File: config.mk
export PLATFORM = sky130hd
export DESIGN_NAME = hsi_exec
export DESIGN_NICKNAME = d
export VERILOG_FILES = /design/src/rtl/hsi_pkg.sv /design/src/rtl/hsi_mem_if.sv /design/src/rtl/hsi_desc_mem.sv /design/src/rtl/hsi_exec.sv
export SDC_FILE = /design/constraint.sdc
export NUM_CORES = 1
export LEC_CHECK = 0
export ABC_AREA = 1
export BUFFER_PORTS_ARGS = -buffer_cell sky130_fd_sc_hd__buf_2
export CELL_PAD_IN_SITES_DETAIL_PLACEMENT = 1
export CELL_PAD_IN_SITES_GLOBAL_PLACEMENT = 2
export CORE_MARGIN = 5
export CORE_UTILIZATION = 37
export DETAILED_ROUTE_END_ITERATION = 10
export HOLD_SLACK_MARGIN = 0.12
export PLACE_DENSITY = 0.91
export SYNTH_ARGS = -nofsm -noshare
export SYNTH_HDL_FRONTEND = slang
export SYNTH_SLANG_ARGS = --single-unit
File: constraint.sdc
create_clock -name mclk -period 4.9 [get_ports mclk]
set_clock_uncertainty 0.1 [all_clocks]
set_input_delay 0.49 -clock mclk [delete_from_list [all_inputs] [get_ports mclk]]
set_output_delay 0.49 -clock mclk [all_outputs]
set_load 0.02 [all_outputs]
File: src/rtl/hsi_pkg.sv
package hsi_pkg;

  // ------------------------------------------------------------------
  // Descriptor store and register map
  // ------------------------------------------------------------------
  localparam int unsigned DW_N          = 8;
  localparam int unsigned DW_AW         = 3;
  localparam logic [11:0] OFF_DESC_LAST = 12'h01C;
  localparam logic [11:0] OFF_CTRL      = 12'h020;
  localparam logic [11:0] OFF_STAT      = 12'h024;
  localparam logic [1:0]  RESP_OKAY     = 2'b00;
  localparam logic [1:0]  RESP_SLVERR   = 2'b10;
  localparam logic [31:0] CTRL_RESET    = 32'h0000_0000;

  // ------------------------------------------------------------------
  // Descriptor dword indices and field positions
  // ------------------------------------------------------------------
  localparam logic [DW_AW-1:0] IDX_DW0 = 3'h0;
  localparam logic [DW_AW-1:0] IDX_DW1 = 3'h1;
  localparam logic [DW_AW-1:0] IDX_DW2 = 3'h2;
  localparam logic [DW_AW-1:0] IDX_DW3 = 3'h3;
  localparam logic [DW_AW-1:0] IDX_DW4 = 3'h4;

  localparam int unsigned POS_VALID   = 0;
  localparam int unsigned POS_EP0     = 31;
  localparam int unsigned POS_LEN_LO  = 3;
  localparam int unsigned POS_LEN_HI  = 17;
  localparam int unsigned POS_SPLIT   = 14;
  localparam int unsigned POS_KIND_LO = 12;
  localparam int unsigned POS_TOK_LO  = 10;
  localparam int unsigned POS_FADR_LO = 3;
  localparam int unsigned POS_EPH_LO  = 0;
  localparam int unsigned POS_BUF_LO  = 8;
  localparam int unsigned POS_RATE_LO = 3;
  localparam int unsigned POS_ACTIVE  = 31;
  localparam int unsigned POS_HALT    = 30;
  localparam int unsigned POS_TOGGLE  = 25;
  localparam int unsigned POS_CERR_LO = 23;
  localparam int unsigned POS_BYTES_LO = 0;
  localparam int unsigned POS_RES_LO  = 8;
  localparam int unsigned RES_W       = 3;

  localparam logic [1:0] KIND_INTERRUPT = 2'b11;
  localparam logic [1:0] TOKEN_OUT      = 2'b00;
  localparam logic [1:0] TOKEN_IN       = 2'b01;
  localparam logic [4:0] RATE_MIN       = 5'h01;
  localparam logic [4:0] RATE_UFRAME    = 5'h04;
  localparam logic [4:0] RATE_MAX       = 5'h09;

  typedef enum logic [3:0] {
    HSI_IDLE, HSI_FETCH, HSI_CAPT, HSI_CHECK, HSI_ISSUE, HSI_WB3, HSI_WB4, HSI_WB0
  } hsi_state_t;

endpackage

File: src/rtl/hsi_mem_if.sv
`timescale 1ns/1ps
interface hsi_mem_if;
  import hsi_pkg::*;
  logic             we;
  logic [DW_AW-1:0] waddr;
  logic [31:0]      wdata;
  logic [DW_AW-1:0] raddr;
  logic [31:0]      rdata;
  modport ctrl (output we, output waddr, output wdata, output raddr, input rdata);
  modport mem  (input we, input waddr, input wdata, input raddr, output rdata);
endinterface

File: src/rtl/hsi_desc_mem.sv
`timescale 1ns/1ps
module hsi_desc_mem (
  input wire logic mclk,   // System clock.
  hsi_mem_if.mem   port    // Descriptor store access.
);
  import hsi_pkg::*;

  logic [31:0] store_r [DW_N];
  logic [31:0] rdata_r;

  always_ff @(posedge mclk) begin
    if (port.we) begin
      store_r[port.waddr] <= port.wdata;
    end
    rdata_r <= store_r[port.raddr];
  end

  assign port.rdata = rdata_r;
endmodule

File: src/rtl/hsi_exec.sv
// Design decisions made here: the placing of the registers and the AXI4-Lite slave port.
`timescale 1ns/1ps
// Behaviour
// Keep eight 3-bit per-microframe result fields.
// Result bits: error, babble on IN, underrun on OUT.
// Issue only when frame matches and enable bit set.
// Hardware clears enable bit after that microframe.
// Enable patterns give every 1, 2 or 4 microframes.
// Active flag mirrors valid; hardware updates it.
// Set halt flag when the transaction halts.
// Write back toggle expected for next transaction.
// Two-bit error counter, decremented on errors.
// Write back fifteen-bit transferred byte count.
// Pass buffer pointer to the payload mover.
// Poll every 2^(b-1) microframes, b 1 to 9.
// Software keeps rate zero for b up to 4.
// Split bit zero high-speed, one split.
// Endpoint kind 11 means interrupt endpoint.
// Token 00 sends OUT, 01 sends IN.
// Address the seven-bit function address.
// Endpoint number from DW1 bits and DW0 bit 31.
// Clear valid when finished or on fatal error.
// Unscheduled microframe results stay unchanged.
module hsi_exec (
  input  wire logic        mclk,            // System clock, 100 MHz.
  input  wire logic        reset,           // Synchronous reset, active high.
  input  wire logic [31:0] s_axi_awaddr,    // Write address.
  input  wire logic        s_axi_awvalid,   // Write address valid.
  output logic             s_axi_awready,   // Write address ready.
  input  wire logic [31:0] s_axi_wdata,     // Write data.
  input  wire logic [3:0]  s_axi_wstrb,     // Write strobes.
  input  wire logic        s_axi_wvalid,    // Write data valid.
  output logic             s_axi_wready,    // Write data ready.
  output logic [1:0]       s_axi_bresp,     // Write response.
  output logic             s_axi_bvalid,    // Write response valid.
  input  wire logic        s_axi_bready,    // Write response ready.
  input  wire logic [31:0] s_axi_araddr,    // Read address.
  input  wire logic        s_axi_arvalid,   // Read address valid.
  output logic             s_axi_arready,   // Read address ready.
  output logic [31:0]      s_axi_rdata,     // Read data.
  output logic [1:0]       s_axi_rresp,     // Read response.
  output logic             s_axi_rvalid,    // Read data valid.
  input  wire logic        s_axi_rready,    // Read data ready.
  input  wire logic        uframe_tick,     // Microframe start pulse.
  input  wire logic [2:0]  uframe_index,    // Current microframe 0 to 7.
  input  wire logic [10:0] frame_number,    // Current bus frame number.
  output logic             tok_valid,       // Transaction request to link.
  output logic             tok_pid_in,      // 1 for IN token, 0 for OUT.
  output logic [6:0]       tok_function_addr, // Target function address.
  output logic [3:0]       tok_endpoint_number, // Target endpoint.
  output logic             tok_toggle,      // Data toggle to use.
  output logic [15:0]      tok_buffer_pointer, // Internal payload address.
  output logic [14:0]      tok_length,      // Bytes to move.
  input  wire logic        res_valid,       // Transaction outcome pulse.
  input  wire logic        res_error,       // Transaction error.
  input  wire logic        res_babble,      // Babble seen on IN.
  input  wire logic        res_underrun,    // Underrun on OUT.
  input  wire logic [14:0] res_bytes        // Bytes moved.
);
  import hsi_pkg::*;

  // ------------------------------------------------------------------
  // Engine state
  // ------------------------------------------------------------------
  hsi_state_t       state_r, state_nxt;
  logic [DW_AW-1:0] idx_r;
  logic [2:0]       uf_r;
  logic [4:0]       frame_r;
  logic [31:0]      dw0_r, dw1_r, dw2_r, dw3_r, dw4_r;
  logic             r_err_r, r_bab_r, r_und_r;
  logic [14:0]      r_bytes_r;
  logic [31:0]      ctrl_r;
  hsi_mem_if        mem ();

  hsi_desc_mem u_mem (
    .mclk (mclk),
    .port (mem.mem)
  );

  // ------------------------------------------------------------------
  // Descriptor field decode
  // ------------------------------------------------------------------
  wire       f_valid   = dw0_r[POS_VALID];
  wire       f_active  = dw3_r[POS_ACTIVE];
  wire       f_halt    = dw3_r[POS_HALT];
  wire       f_split   = dw1_r[POS_SPLIT];
  wire [1:0] f_kind    = dw1_r[POS_KIND_LO +: 2];
  wire [1:0] f_token   = dw1_r[POS_TOK_LO +: 2];
  wire [4:0] f_rate    = dw2_r[POS_RATE_LO +: 5];
  wire [7:0] f_mask    = dw4_r[7:0];
  wire       f_toggle  = dw3_r[POS_TOGGLE];
  wire [1:0] f_cerr    = dw3_r[POS_CERR_LO +: 2];
  wire       token_ok  = (f_token == TOKEN_OUT) || (f_token == TOKEN_IN);

  // Slower rates select frames by matching the low frame bits under a
  // power-of-two mask; faster rates rely on the enable bits alone.
  // A zero rate field is how software asks for microframe polling.
  wire       rate_ok   = (f_rate <= RATE_MAX);
  wire [4:0] per_mask  = 5'(6'(6'h01 << 3'(f_rate - RATE_UFRAME)) - 6'h01);
  wire       frame_hit = (f_rate <= RATE_UFRAME) ||
                         ((frame_r & per_mask) == (f_rate & per_mask));
  wire       schedule  = f_valid && f_active && !f_halt && !f_split &&
                         (f_kind == KIND_INTERRUPT) && token_ok &&
                         rate_ok && frame_hit && f_mask[uf_r];

  // ------------------------------------------------------------------
  // Outcome and write-back values
  // ------------------------------------------------------------------
  // Babble is fatal at once; errors burn the counter and halt on the last.
  wire       fatal    = r_bab_r || (r_err_r && (f_cerr <= 2'b01));
  wire       success  = !r_err_r && !r_bab_r && !r_und_r;
  wire [1:0] cerr_nxt = (r_err_r && (f_cerr != 2'b00)) ? 2'(f_cerr - 2'b01) : f_cerr;
  wire [7:0] mask_nxt = f_mask & ~(8'h01 << uf_r);
  wire       done     = fatal || (mask_nxt == 8'h00);
  wire [2:0] res_code = {r_und_r && !tok_pid_in, r_bab_r && tok_pid_in, r_err_r};
  wire [31:0] res_keep = ~({29'h0, 3'h7} << (POS_RES_LO + 3 * uf_r));

  logic [31:0] wb3, wb4, wb0;
  always_comb begin
    wb3 = dw3_r;
    wb3[POS_ACTIVE] = !done;
    wb3[POS_HALT] = f_halt | fatal;
    wb3[POS_TOGGLE] = f_toggle ^ success;
    wb3[POS_CERR_LO +: 2] = cerr_nxt;
    wb3[POS_BYTES_LO +: 15] = r_bytes_r;
    // Only the current microframe's field is replaced.
    wb4 = (dw4_r & res_keep) |
          (32'(res_code) << (POS_RES_LO + 3 * uf_r));
    wb4[7:0] = mask_nxt;
    wb0 = dw0_r;
    wb0[POS_VALID] = !done;
  end

  // ------------------------------------------------------------------
  // Engine sequencing
  // ------------------------------------------------------------------
  wire eng_idle = (state_r == HSI_IDLE);
  wire start    = eng_idle && uframe_tick && ctrl_r[0];

  always_comb begin
    state_nxt = state_r;
    case (state_r)
      HSI_IDLE: begin
        if (start) state_nxt = HSI_FETCH;
      end
      HSI_FETCH: begin
        state_nxt = HSI_CAPT;
      end
      HSI_CAPT: begin
        state_nxt = (idx_r == IDX_DW4) ? HSI_CHECK : HSI_FETCH;
      end
      HSI_CHECK: begin
        state_nxt = schedule ? HSI_ISSUE : HSI_IDLE;
      end
      HSI_ISSUE: begin
        if (res_valid) state_nxt = HSI_WB3;
      end
      HSI_WB3: begin
        state_nxt = HSI_WB4;
      end
      HSI_WB4: begin
        state_nxt = HSI_WB0;
      end
      HSI_WB0: begin
        state_nxt = HSI_IDLE;
      end
      default: begin
        state_nxt = HSI_IDLE;
      end
    endcase
  end

  always_ff @(posedge mclk) begin
    if (reset) begin
      state_r <= HSI_IDLE;
      idx_r   <= IDX_DW0;
      uf_r    <= 3'h0;
      frame_r <= 5'h00;
    end else begin
      state_r <= state_nxt;
      if (start) begin
        idx_r   <= IDX_DW0;
        uf_r    <= uframe_index;
        frame_r <= frame_number[4:0];
      end else if (state_r == HSI_CAPT) begin
        idx_r <= idx_r + 3'h1;
      end
    end
  end

  always_ff @(posedge mclk) begin
    if (reset) begin
      dw0_r <= 32'h0000_0000;
      dw1_r <= 32'h0000_0000;
      dw2_r <= 32'h0000_0000;
      dw3_r <= 32'h0000_0000;
      dw4_r <= 32'h0000_0000;
    end else if (state_r == HSI_CAPT) begin
      case (idx_r)
        IDX_DW0: dw0_r <= mem.rdata;
        IDX_DW1: dw1_r <= mem.rdata;
        IDX_DW2: dw2_r <= mem.rdata;
        IDX_DW3: dw3_r <= mem.rdata;
        default: dw4_r <= mem.rdata;
      endcase
    end
  end

  always_ff @(posedge mclk) begin
    if (reset) begin
      r_err_r   <= 1'b0;
      r_bab_r   <= 1'b0;
      r_und_r   <= 1'b0;
      r_bytes_r <= 15'h0000;
    end else if ((state_r == HSI_ISSUE) && res_valid) begin
      r_err_r   <= res_error;
      r_bab_r   <= res_babble;
      r_und_r   <= res_underrun;
      r_bytes_r <= res_bytes;
    end
  end

  // ------------------------------------------------------------------
  // Link request, held until the outcome arrives
  // ------------------------------------------------------------------
  assign tok_valid           = (state_r == HSI_ISSUE);
  assign tok_pid_in          = (f_token == TOKEN_IN);
  assign tok_function_addr   = dw1_r[POS_FADR_LO +: 7];
  assign tok_endpoint_number = {dw1_r[POS_EPH_LO +: 3], dw0_r[POS_EP0]};
  assign tok_toggle          = f_toggle;
  assign tok_buffer_pointer  = dw2_r[POS_BUF_LO +: 16];
  assign tok_length          = dw0_r[POS_LEN_HI:POS_LEN_LO];

  // ------------------------------------------------------------------
  // AXI4-Lite slave
  // ------------------------------------------------------------------
  // Software is held off while the engine owns the store, so a
  // descriptor is never half rewritten under a running transaction.
  logic        bvalid_r, rvalid_r, rpend_r, rpend_mem_r;
  logic [1:0]  bresp_r, rresp_r;
  logic [31:0] rdata_r;
  logic [11:0] rd_off_r;

  wire [11:0] wr_off    = s_axi_awaddr[11:0];
  wire [11:0] ar_off    = s_axi_araddr[11:0];
  wire        wr_fire   = s_axi_awvalid && s_axi_wvalid && !bvalid_r && eng_idle && !start;
  wire        ar_fire   = s_axi_arvalid && !rvalid_r && !rpend_r && eng_idle && !start;
  wire        wr_hi_ok  = (s_axi_awaddr[31:12] == 20'h0_0000);
  wire        rd_hi_ok  = (s_axi_araddr[31:12] == 20'h0_0000);
  wire        wr_desc   = wr_hi_ok && (wr_off <= OFF_DESC_LAST) && (wr_off[1:0] == 2'b00);
  wire        wr_ctrl   = wr_hi_ok && (wr_off == OFF_CTRL);
  wire        wr_stat   = wr_hi_ok && (wr_off == OFF_STAT);
  wire        rd_desc   = rd_hi_ok && (ar_off <= OFF_DESC_LAST) && (ar_off[1:0] == 2'b00);
  wire        rd_ctrl   = rd_hi_ok && (ar_off == OFF_CTRL);
  wire        rd_stat   = rd_hi_ok && (ar_off == OFF_STAT);
  wire [31:0] wmask     = {{8{s_axi_wstrb[3]}}, {8{s_axi_wstrb[2]}},
                           {8{s_axi_wstrb[1]}}, {8{s_axi_wstrb[0]}}};
  wire [31:0] stat_word = {24'h00_0000, uf_r, 1'b0, 4'(state_r)};

  assign s_axi_awready = wr_fire;
  assign s_axi_wready  = wr_fire;
  assign s_axi_arready = ar_fire;
  assign s_axi_bvalid  = bvalid_r;
  assign s_axi_bresp   = bresp_r;
  assign s_axi_rvalid  = rvalid_r;
  assign s_axi_rresp   = rresp_r;
  assign s_axi_rdata   = rdata_r;

  // Store port: engine reads and write-backs, or software accesses.
  wire eng_wr = (state_r == HSI_WB3) || (state_r == HSI_WB4) || (state_r == HSI_WB0);
  assign mem.we    = eng_wr || (wr_fire && wr_desc && (s_axi_wstrb == 4'hF));
  assign mem.waddr = (state_r == HSI_WB3) ? IDX_DW3 :
                     (state_r == HSI_WB4) ? IDX_DW4 :
                     (state_r == HSI_WB0) ? IDX_DW0 : wr_off[4:2];
  assign mem.wdata = (state_r == HSI_WB3) ? wb3 :
                     (state_r == HSI_WB4) ? wb4 :
                     (state_r == HSI_WB0) ? wb0 : s_axi_wdata;
  assign mem.raddr = eng_idle ? ar_off[4:2] : idx_r;

  always_ff @(posedge mclk) begin
    if (reset) begin
      ctrl_r   <= CTRL_RESET;
      bvalid_r <= 1'b0;
      bresp_r  <= RESP_OKAY;
    end else begin
      if (wr_fire) begin
        bvalid_r <= 1'b1;
        // Partial writes to the store are refused: it has no byte lanes.
        bresp_r  <= (wr_ctrl || wr_stat || (wr_desc && (s_axi_wstrb == 4'hF))) ?
                    RESP_OKAY : RESP_SLVERR;
      end else if (s_axi_bready) begin
        bvalid_r <= 1'b0;
      end
      if (wr_fire && wr_ctrl) begin
        ctrl_r <= (ctrl_r & ~wmask) | (s_axi_wdata & wmask & 32'h0000_0001);
      end
    end
  end

  always_ff @(posedge mclk) begin
    if (reset) begin
      rpend_r     <= 1'b0;
      rpend_mem_r <= 1'b0;
      rd_off_r    <= 12'h000;
      rvalid_r    <= 1'b0;
      rresp_r     <= RESP_OKAY;
      rdata_r     <= 32'h0000_0000;
    end else begin
      rpend_r <= ar_fire;
      if (ar_fire) begin
        rpend_mem_r <= rd_desc;
        rd_off_r    <= rd_ctrl ? OFF_CTRL : rd_stat ? OFF_STAT : 12'hFFF;
      end
      if (rpend_r) begin
        rvalid_r <= 1'b1;
        rresp_r  <= (rpend_mem_r || (rd_off_r != 12'hFFF)) ? RESP_OKAY : RESP_SLVERR;
        rdata_r  <= rpend_mem_r ? mem.rdata :
                    (rd_off_r == OFF_CTRL) ? ctrl_r :
                    (rd_off_r == OFF_STAT) ? stat_word : 32'h0000_0000;
      end else if (s_axi_rready) begin
        rvalid_r <= 1'b0;
      end
    end
  end

  // ------------------------------------------------------------------
  // Checks
  // ------------------------------------------------------------------
  property p_issue_gate;
    @(posedge mclk) disable iff (reset)
    $rose(tok_valid) |-> f_mask[uf_r] && frame_hit && f_valid && !f_halt;
  endproperty
  a_issue_gate: assert property (p_issue_gate) else $error("token without enable");

  property p_hs_interrupt_only;
    @(posedge mclk) disable iff (reset)
    tok_valid |-> !f_split && (f_kind == KIND_INTERRUPT);
  endproperty
  a_hs_interrupt_only: assert property (p_hs_interrupt_only) else $error("bad kind");

  property p_pid;
    @(posedge mclk) disable iff (reset)
    tok_valid |-> (tok_pid_in ? (dw1_r[POS_TOK_LO +: 2] == TOKEN_IN) :
                                (dw1_r[POS_TOK_LO +: 2] == TOKEN_OUT));
  endproperty
  a_pid: assert property (p_pid) else $error("wrong token pid");

  property p_target;
    @(posedge mclk) disable iff (reset)
    tok_valid |-> (tok_endpoint_number[0] == dw0_r[POS_EP0]) &&
                  (tok_function_addr == dw1_r[9:3]);
  endproperty
  a_target: assert property (p_target) else $error("wrong target");

  property p_result_field;
    @(posedge mclk) disable iff (reset)
    (state_r == HSI_WB4) |-> (mem.wdata[POS_RES_LO + 3 * uf_r +: 3] == res_code) &&
                             mem.we && (mem.waddr == IDX_DW4);
  endproperty
  a_result_field: assert property (p_result_field) else $error("result lost");

  property p_enable_clear;
    @(posedge mclk) disable iff (reset)
    (state_r == HSI_WB4) |-> !mem.wdata[uf_r] && ((mem.wdata[7:0] | f_mask) == f_mask);
  endproperty
  a_enable_clear: assert property (p_enable_clear) else $error("enable not cleared");

  property p_others_kept;
    @(posedge mclk) disable iff (reset)
    (state_r == HSI_WB4) |-> (((mem.wdata ^ dw4_r) & res_keep) >> 8) == 32'h0000_0000;
  endproperty
  a_others_kept: assert property (p_others_kept) else $error("other field changed");

  property p_toggle_next;
    @(posedge mclk) disable iff (reset)
    (state_r == HSI_ISSUE) && res_valid && !res_error && !res_babble && !res_underrun
      |=> (mem.wdata[POS_TOGGLE] != f_toggle) &&
          (mem.wdata[POS_BYTES_LO +: 15] == $past(res_bytes));
  endproperty
  a_toggle_next: assert property (p_toggle_next) else $error("toggle not flipped");

  property p_babble_halts;
    @(posedge mclk) disable iff (reset)
    (state_r == HSI_ISSUE) && res_valid && res_babble
      |=> mem.wdata[POS_HALT] ##2 (mem.waddr == IDX_DW0) && !mem.wdata[POS_VALID];
  endproperty
  a_babble_halts: assert property (p_babble_halts) else $error("no halt");
endmodule

Word-level counts from Yosys, hierarchy flattened
Memories as Yosys holds them, arrays and structs flattened. A register that Yosys moved wholly into a read port is not among the register bits.
Index checks and enable logic that the tools add are counted.
{"block": "word_totals", "register_bits": 252, "latchBits": 0, "ramBits": 256, "mem_bits_ro": 0, "inputBits": 141, "mem_count": 1}
{"memory": "u_mem.store_r", "depth": 8, "width": 32, "read_ports": 1, "rd_ports_with_merged_regs": 1, "wr": 1, "line": "hsi_desc_mem.sv:8", "source": "logic [31:0] store_r [DW_N];"}
{"block": "op_classes", "addsub": 5, "mul": 1, "n_div": 0, "magnitude_cmp": 6, "n_eq_ne": 24, "n_shift": 4, "muxes": 28, "n_bitwise": 14, "reduce_logical": 77}
{"op": "$mux W32", "count": 5}
{"op": "$eq A12 B6 Y1 const B", "count": 6}
{"op": "$and A32 B32 Y32", "count": 2}
{"op": "$not A32 Y32", "count": 2}
{"op": "$logic_not A20 Y1", "count": 2}
{"op": "$logic_and A1 B1 Y1", "count": 37}
{"op": "$or A32 B1 Y32", "count": 1}
{"op": "$or A32 B32 Y32", "count": 1}
{"op": "$shl A3 B32 Y32 const A", "count": 1}
{"op": "$shl A3 B6 Y32", "count": 1}
{"op": "$pmux W4 S7", "count": 1}
{"op": "$le A12 B5 Y1 const B", "count": 2}
{"op": "$mux W12", "count": 2}
{"op": "$eq A4 B3 Y1 const B", "count": 4}
{"op": "$mux W3", "count": 5}
{"op": "$ne A12 B12 Y1 const B", "count": 1}
{"op": "$reduce_and A2 Y1", "count": 6}
{"op": "$logic_not A1 Y1", "count": 11}
{"op": "$and A5 B5 Y5", "count": 2}
{"op": "$logic_or A1 B1 Y1", "count": 10}
{"op": "$and A8 B8 Y8", "count": 1}
{"op": "$eq A4 B2 Y1 const B", "count": 2}
{"op": "$logic_not A8 Y1", "count": 1}
{"op": "$mux W2", "count": 4}
{"op": "36 further kinds", "count": 49}

Longest topological paths before layout
Gate-level depths: netlist of the first run.
{"block": "depth", "word_depth": 10, "ltp_mapped": 16, "depth_no_buf": 15}

Cells and area by module
From an unflattened synthesis of the first run, not the netlist that was laid out.
{"block": "unflattened", "hier_cells": 2775, "hier_area_um2": 22890.7}
{"module": "hsi_desc_mem", "n_inst": 1, "cells_each": 1156, "area_per_inst_um2": 11872.6, "seq_area_each_um2": 8328.0}
{"module": "hsi_exec", "n_inst": 1, "cells_each": 1619, "area_per_inst_um2": 11018.1, "seq_area_each_um2": 4444.3}

Worst setup path after synthesis of the first run
No wires, ideal clock.
{"block": "synth_path", "path_kind": "input -> register", "start": "input s_axi_awaddr[15]", "end": "memory u_mem.store_r[1][0] (enable)", "setup_ns": 0.468, "arrival_time_ns": 3.736, "required_ns": 4.332, "setup_slack_ns": 0.596, "cell_stages": 6, "n_path_buf": 0, "path_cell_list": "nor2_1 -> nand4_1 -> nor3_2 -> nand2_1 -> nand2_1 -> nor3b_1"}
{"block": "synth_between", "elab_chain_cells": 8}
{"item": "start, declared", "line": "hsi_exec.sv:27", "source": "input wire logic [31:0] s_axi_awaddr,"}
{"item": "$logic_not A20 Y1", "line": "hsi_exec.sv:248", "source": "wire wr_hi_ok = (s_axi_awaddr[31:12] == 20'h0_0000);"}
{"item": "$logic_and A1 B1 Y1 (2 in a row)", "line": "hsi_exec.sv:250", "source": "wire wr_desc = wr_hi_ok && (wr_off <= OFF_DESC_LAST) && (wr_off[1:0] == 2'b00);"}
{"item": "$logic_and A1 B1 Y1 (2 in a row)", "line": "hsi_exec.sv:271", "source": "assign mem.we = eng_wr || (wr_fire && wr_desc && (s_axi_wstrb == 4'hF));"}
{"item": "$logic_or A1 B1 Y1", "line": "hsi_exec.sv:271"}
{"item": "$mux W1", "line": "hsi_desc_mem.sv:12", "source": "if (port.we) begin"}
{"item": "$mux W1 (not written as such)", "line": "hsi_desc_mem.sv:13", "source": "store_r[port.waddr] <= port.wdata;"}
{"item": "end, declared", "line": "hsi_desc_mem.sv:8"}
Every way passes these cells.

Worst setup path in the final report of the first run
{"block": "layout_path", "start": "register uf_r[1]", "end": "memory u_mem.store_r[3][25] (data pin)"}
{"block": "layout_between", "elab_chain_cells": 8}
{"item": "start, declared", "line": "hsi_exec.sv:67", "source": "logic [2:0] uf_r;"}
{"item": "start signal, assigned", "line": "hsi_exec.sv:183", "source": "uf_r <= uframe_index;"}
{"item": "$mul A2 B3 Y5 *", "line": "hsi_exec.sv:116, hsi_exec.sv:128"}
{"item": "$add A4 B5 Y6 *", "line": "hsi_exec.sv:116, hsi_exec.sv:128"}
{"item": "$shl A3 B32 Y32", "line": "hsi_exec.sv:116", "source": "wire [31:0] res_keep = ~({29'h0, 3'h7} << (POS_RES_LO + 3 * uf_r));"}
{"item": "$not A32 Y32", "line": "hsi_exec.sv:116"}
{"item": "$and A32 B32 Y32", "line": "hsi_exec.sv:127", "source": "wb4 = (dw4_r & res_keep) |"}
{"item": "$or A32 B32 Y32 *", "line": "hsi_exec.sv:127"}
{"item": "$mux W32 *", "line": "hsi_exec.sv:276", "source": "(state_r == HSI_WB4) ? wb4 :"}
{"item": "$mux W32 *", "line": "hsi_exec.sv:275", "source": "assign mem.wdata = (state_r == HSI_WB3) ? wb3 :"}
{"item": "net mem.wdata[25]", "line": "hsi_mem_if.sv:6", "source": "logic [31:0] wdata;"}
The timed path passes the listed nets; every way through them passes the cells marked *.

==> metrics.md, run 1 <==
| Metric | Value |
|---|---|
| Reg2reg end | u_mem.store_r[3][25] |
| Final Util | between 40% and 50% |
| Gr ovfl total | 0 |
| Required @ worst endpoint | ~5.0 ns |
| Max Root-Sink Buffers | 3 |
| Port bufs | 218 |
| Starting Density | 37.4% |
| HP Class | input port to register |
| Total Nets Final | 2767 |
| Most common cell in the netlist | nand2_1 |
| Worst Hold End | uf_r[0] |
| Max Cap Viol | 0 |
| Syn. warnings | 0 |
| Pre-CTS setup slack | between 1 and 1.5 ns |
| Setup ws final | around 0.97 ns |
| First-pass GRT wire length | between 100000 and 150000 um |
| Post-Synth Simple-Gate Area | between 15 and 20% |
| PD cells | about 360 nW/um^2 |
| Main combinational cell family by area after synthesis | simple AND/OR/NAND/NOR gates |
| Slew @ Worst Pin | 1.22 ns |
| Status | finished clean |
| Hold Path Origin | uframe_index[0] |
| Die width | roughly 250 um |
| WL/cell | 22.7 um |
| Leakage power total | between 10 and 15 nW |
| Top post-synthesis cells by area | edfxtp_1 35%, dfxtp_1 23%, nand2_1 7.5%, o21ai_0 4.9%, nor2_1 4.4% |
| CP Class | register to register |
| Final slew viol count | 0 |
| Slew HR | a little under a fifth |
| Area grow syn2layout | 15.5% |
| Number of vias per cell | between 5 and 6 |
| Post-synthesis cell type count | 46 |
| Synth top area share | about a third |
| Initial DRC Count | around 1500 |
| CTS H-Tree Depth | 2 |
| Core Region | 59000 um^2 |
| Crit-path max FO | 11 |
| Async set or reset register ratio after synthesis | 0% |
| Clock tree from TritonCTS | done |
| Num CTS Buffers | 53 |
| Routability congestion estimate | slightly above 0.9 |
| Final min period | approximately 3.9 ns |
| Adder-Cell Fraction of Synth Area | 1.02% |
| Worst-skew pair later-pin latency | a little over 0.6 ns |
| Main flop type after synthesis | edfxtp_1 |
| Initial antenna violation count | 3 |
| CP Launch Type | register |
| Register bit count reported by yosys | 510 |
| Drt total wl | a little under 80000 um |
| Crit-path cells | inv_1 -> ha_1 -> inv_1 -> ha_1 -> ha_1 -> nor2_1 -> o21ai_2 -> inv_1 -> nor2_1 -> inv_1 -> o21ai_0 -> nand3_1 -> nand2_1 -> o21ai_0 |
| Cell accounting for the most synthesized area | edfxtp_1 |
| Routed Antenna Nets | 0 |
| Crit-path max cell delay | roughly 0.65 ns |
| Top-Level Pins | about 230 |
| Reg2reg start | uf_r[1] |
| Final cycle utilization of the critical path | 80.2% |
| Number of iterations in the first detailed-routing pass | 5 |
| Post-Synth XOR/XNOR Area | less than 1% |
| Peak supply drop | approximately 0.26 mV |
| Row cnt | between 80 and 90 |
| Critical path data arrival time | about 4.1 ns |
| Final Hold Viols | 0 |
| Critical path's slowest cell | nor2_1 |
| Largest net degree at the start of global routing | 120 |
| Sequential area share after synthesis | between 50% and 60% |
| # DRC | 0 |
| Die ar. | ~65000 um^2 |
| Die height | 254 um |
| Layout cell share with drive strength beyond 1 | 14.7% |
| Clk root buf | clkbuf_16 |
| Worst R2R Path Depth | 14 |
| TNS Setup | 0 ns |
| Post-synthesis cell area | 22100 um^2 |
| Vias post-DR | 18539 |
| Number of flops mapped to enable cells by yosys | approximately 260 |
| Min Hold Slack | approximately 0.14 ns |
| Worst-path clk slew | 0.06 ns |
| Max frequency | about 0.25 GHz |
| Most frequent cells after synthesis | 442 x nand2_1, 257 x nor2_1, 256 x edfxtp_1, 254 x dfxtp_1, 252 x inv_1 |
| Hpwl dp | about 52000 um |
| Cells on Worst Hold Path | 3 |
| Vias in the first global route | 19162 |
| RSZ-0062 raised after global routing | false |
| Clock sink total | between 500 and 600 |
| Syn Area/Cell | 8.98 um^2 |
| Cell count after synthesis | around 2500 |
| Overall routing resource usage | between 20% and 30% |
| Crit-path most repeated cell | inv_1 |
| Power Total | between 9 and 10 mW |
| CP endpoint kind | register |
| # setup viols final | 0 |
| Reg-to-reg setup timing slack | 0.97 ns |
| Post-CTS resize count | 0 |
| Complex-gate fraction of the synthesized area | between 10% and 20% |
| Mux cell area share after synthesis | 0% |
==> cell type report <==
cell class / instances / area, um^2
clock buffer: 76 / 1470
sequential: 510 / 12800
multi-input combinational: 1504 / 7420
tap: 773 / 967
antenna: 1 / 2.50
timing repair buffer: 276 / 1610
fill: 6882 / 33500
inverter: 263 / 992
clock inverter: 24 / 248
==> layer usage <==
layer	GRT usage [%]	vias to the layer above	part of all wire (%)
li1	-	8528	-
met3	3.79	114	7.6
met5	0	-	0
met4	6.95	0	2.8
met1	31.3	9226	42
met2	39.7	671	48
==> worst max-delay path, delay by kind of cell, from the launching register on <==
family | cells | cell delay (ns)
simple gates | 4 | 0.94
buf+inv | 4 | 0.62
flops | 1 | 0.39
compound gates | 3 | 0.80
fa+ha+maj | 3 | 0.70
==> power by group <==
group / leakage (nW) / switching, mW / internal, mW
Sequential: 4.36 / 0.123 / 4.53
Clock: 0.825 / 1.73 / 2.31
Combinational: 5.11 / 0.353 / 0.177
==> placed cells by master, fill, tap and decap left out, types with 3 or more instances in the layout <==
master	synthesis	layout
nand2_1	442	442
edfxtp_1	256	256
dfxtp_1	254	254
nor2_1	257	252
inv_1	252	251
buf_2	38	218
o21ai_0	217	217
a21oi_1	190	190
nand3_1	110	110
o211ai_1	99	99
o21ai_1	66	66
clkbuf_16	0	54
buf_4	53	30
dlygate4sd3_1	0	27
ha_1	18	18
clkbuf_1	85	18
o221a_2	15	15
nand4_1	14	14
or2_2	10	10
inv_2	9	9
clkinv_1	1	9
nor3_1	9	8
o31ai_1	7	7
nand2_2	6	6
nor2_2	1	6
o2111ai_1	5	5
clkinv_2	0	5
nand3_2	4	4
nor4_1	4	4
clkbuf_8	0	4
bufinv_16	0	4
nand2_4	4	3
==> cells by family after synthesis <==
logic type      count (synthesis)
fa+ha+maj                      18
simple gates                  872
compound gates                610
xor+xnor                        2
flops                         510
other cells                     1
buf+inv                       443
==> flip-flops by register name (all words and copies together) (netlist names), 5 cells and up, named ones only <==
name              cells
u_mem.store_r       256
dw0_r                32
dw4_r                32
s_axi_rdata          32
u_mem.port.rdata     32
ctrl_r               31
dw2_r                21
dw3_r                17
dw1_r                15
r_bytes_r            15
frame_r               5
==> metrics by stage <==
step / instance area (um^2) / instances
finish: 25500 / 3427
global route: 25500 / 3426
CTS: 25500 / 3426
detailed placement: 23500 / 3299
global placement: 23500 / 3299
floorplan: 22100 / 2457
==> worst max-delay path by stage <==
stage,start,endpoint,slack [ns],cells past startpoint
6_report,uf_r[1],u_mem.store_r[3][25],0.97,14
5_1_grt,uf_r[1],u_mem.store_r[3][25],0.65,14
4_1_cts,uf_r[1],u_mem.store_r[4][9],1.05,13
3_5_place_dp,uf_r[1],u_mem.store_r[0][25],1.06,14
3_3_place_gp,uf_r[1],u_mem.store_r[7][9],1.19,13
2_1_floorplan,s_axi_awaddr[15],u_mem.store_r[1][0],0.60,6
==> timing repair <==
action | CTS | global route
hold buffers | 27 | 0
endpoints found under the hold margin | 27 | 0
setup endpoints to repair | 0 | 0
buffers inserted | 0 | 0
(Power assumes the default switching activity.)
==> run 2: changes to the inputs <==
- clock period: 4.9 -> 3.77 ns (I/O delays scaled with it)
==> run 2 against run 1 <==
  * Core utilization rose by 0.72 points
  * Worst setup slack got worse by 0.68 ns
  * Worst hold slack improved by 0.0018 ns
  * Largest cell class unchanged
  * Largest power group unchanged
  * Highest routed layer unchanged
==> metrics.md, run 2 (synthesis results as in run 1) <==
| Metric | Value |
|---|---|
| Final Util | about 44% |
| # DRC | 0 |
| # setup viols final | 0 |
| Initial DRC Count | 1311 |
| Worst-skew pair later-pin latency | approximately 0.60 ns |
| CTS H-Tree Depth | 2 |
| Critical path's slowest cell | ha_1 |
| Post-CTS resize count | 0 |
| Worst Hold End | ctrl_r[24] |
| Num CTS Buffers | 53 |
| Vias in the first global route | around 19000 |
| Hold Path Origin | s_axi_wstrb[3] |
| Commonest cells after routing, fill and taps aside | 442 x nand2_1, 256 x edfxtp_1, 254 x dfxtp_1 |
| CP endpoint kind | register |
| First-pass GRT wire length | 116000 um |
| Slew HR | roughly a quarter |
| HP Class | input port to register |
| Area grow syn2layout | 17.4% |
| Clock tree from TritonCTS | done |
| Vias post-DR | approximately 19000 |
| Die ar. | 64600 um^2 |
| Area of the multi-input gates | 7440 um^2 |
| Die height | 254 um |
| Largest net degree at the start of global routing | just over 90 |
| Drt total wl | 77600 um |
| Number of vias per cell | ~5.4 |
| Critical path data arrival time | 3.79 ns |
| Reg-to-reg setup timing slack | ~0.29 ns |
| Bufs and invs on worst path | 3 |
| Routability congestion estimate | just over 0.9 |
| CP Class | register to register |
| PD cells | about 460 nW/um^2 |
| Number of iterations in the first detailed-routing pass | 5 |
| Starting Density | 37.4% |
| Final Hold Viols | 0 |
| Largest Register | u_mem.store_r |
| Finished Layout Cells | ~3500 |
| Cells on Worst Hold Path | 4 |
| Max Root-Sink Buffers | 3 |
| Reg2reg end | u_mem.store_r[1][28] |
| RSZ-0062 raised after global routing | false |
| Crit-path cells | inv_1 -> ha_1 -> inv_1 -> ha_1 -> inv_1 -> o21ai_0 -> nor2_1 -> nand2_1 -> a21oi_1 -> nand2_1 -> nand2_1 -> nand2_1 |
| Row cnt | 89 |
| WL/cell | between 20 and 25 um |
| Core Region | approximately 60000 um^2 |
| Leakage power total | approximately 10 nW |
| Max FFs per register | about 260 |
| Final min period | between 3 and 4 ns |
| Hpwl dp | between 50000 and 60000 um |
| Die width | approximately 250 um |
| Overall routing resource usage | between 20% and 30% |
| Initial antenna violation count | 2 |
| Top-Level Pins | between 200 and 250 |
| Crit-path max cell delay | between 0.6 and 0.7 ns |
| TNS Setup | 0 ns |
| Status | finished clean |
| Gr ovfl total | 0 |
| Max Cap Viol | 0 |
| Slew @ Worst Pin | 1.13 ns |
| Routed Antenna Nets | 0 |
| Final slew viol count | 0 |
| Layout filler cell count | between 6000 and 7000 |
| Crit-path max FO | 16 |
| Worst R2R Path Depth | 12 |
| Worst-path clk slew | roughly 0.060 ns |
| Clk root buf | clkbuf_16 |
| Final cycle utilization of the critical path | between 90 and 100% |
| CP Launch Type | register |
| Clock sink total | about 500 |
| Commonest non-fill, non-tap cell in the layout | nand2_1 |
| Placed Cells incl. Taps | between 3000 and 4000 |
| Total Nets Final | 2802 |
| Layout cell share with drive strength beyond 1 | between 15 and 20% |
| Required @ worst endpoint | 4.08 ns |
| Reg area | approximately 13000 um^2 |
| Crit-path most repeated cell | nand2_1 |
| Peak supply drop | slightly above 0.3 mV |
| CP delay by family, top | adder cells |
| Max frequency | about 0.29 GHz |
| Port bufs | roughly 220 |
| Reg2reg start | uf_r[1] |
-- run 2: cell types whose count changed in the layout (fill, tap and decap cells not counted), moves of 2 or more --
| cell | previous run | this run |
|---|---|---|
| buf_12 | 1 | 9 |
| buf_4 | 30 | 38 |
| bufinv_16 | 4 | 2 |
| clkbuf_1 | 18 | 13 |
| clkbuf_8 | 4 | 9 |
| clkinv_1 | 9 | 4 |
| clkinv_2 | 5 | 13 |
| clkinvlp_2 | 2 | 0 |
| dlygate4sd3_1 | 27 | 46 |
-- run 2: through the flow --
step / worst slack [ns] / hold slack, ns / instance area [um^2] / power [mW]
after floorplan: 0.556 / 0.325 / 22100 / 6.45
after global placement: 0.526 / 0.342 / 23700 / 6.79
after detailed placement: 0.394 / 0.350 / 23700 / 6.82
after CTS: 0.339 / 0.121 / 25900 / 12.0
after global routing: 0.0785 / 0.150 / 25900 / 12.3
final: 0.291 / 0.140 / 25900 / 11.9
-- run 2: how the worst max path moves through the flow --
| stage | startpoint | endpoint | depth (start not counted) | slack (ns) |
|---|---|---|---|---|
| 6_report | uf_r[1] | u_mem.store_r[1][28] | 12 | 0.29 |
| 5_1_grt | uf_r[1] | u_mem.store_r[5][20] | 14 | 0.08 |
| 4_1_cts | uf_r[1] | u_mem.store_r[2][28] | 12 | 0.34 |
| 3_5_place_dp | uf_r[1] | u_mem.store_r[1][28] | 12 | 0.39 |
| 3_3_place_gp | uf_r[1] | u_mem.store_r[0][10] | 12 | 0.53 |
| 2_1_floorplan | state_r[1] | u_mem.store_r[6][0] | 11 | 0.56 |
-- run 2: where the power goes --
group | switching [mW] | total [mW] | internal (mW)
Clock | 2.18 | 5.17 | 2.99
Sequential | 0.162 | 6.04 | 5.88
Combinational | 0.455 | 0.695 | 0.240
Total | 2.80 | 11.9 | 9.11
-- run 2: repair_timing --
item	4_1_cts	5_1_grt
setup endpoints to repair	0	0
endpoints found under the hold margin	35	0
buffers inserted	0	0
hold buffers	46	0
-- run 2: worst register-to-register path: stages (launching register included) --
cell     delay (ns)
dfxtp_1        0.38
inv_1          0.22
ha_1           0.36
inv_1          0.04
ha_1           0.64
inv_1          0.41
o21ai_0        0.46
nor2_1         0.14
nand2_1        0.10
a21oi_1        0.06
nand2_1        0.12
nand2_1        0.07
nand2_1        0.19
-- run 2: cell type report --
| cell class | count | share of cell area, % |
|---|---|---|
| flip-flops and latches | 510 | 49.3 |
| clock buffers | 77 | 5.98 |
| inverters | 263 | 3.83 |
| clock inverters | 22 | 0.676 |
| diodes | 1 | 0.00966 |
| well taps | 773 | 3.73 |
| repair buffers | 311 | 7.78 |
| multi-input cells | 1504 | 28.7 |
-- run 2: layer usage --
layer / vias to the layer above / global-route usage (%) / wire length [um]
met5: - / 0 / 0
met4: 0 / 6.18 / 1790
met3: 111 / 3.90 / 5580
met2: 621 / 39.6 / 36800
met1: 9269 / 31.8 / 33400
li1: 8600 / - / -
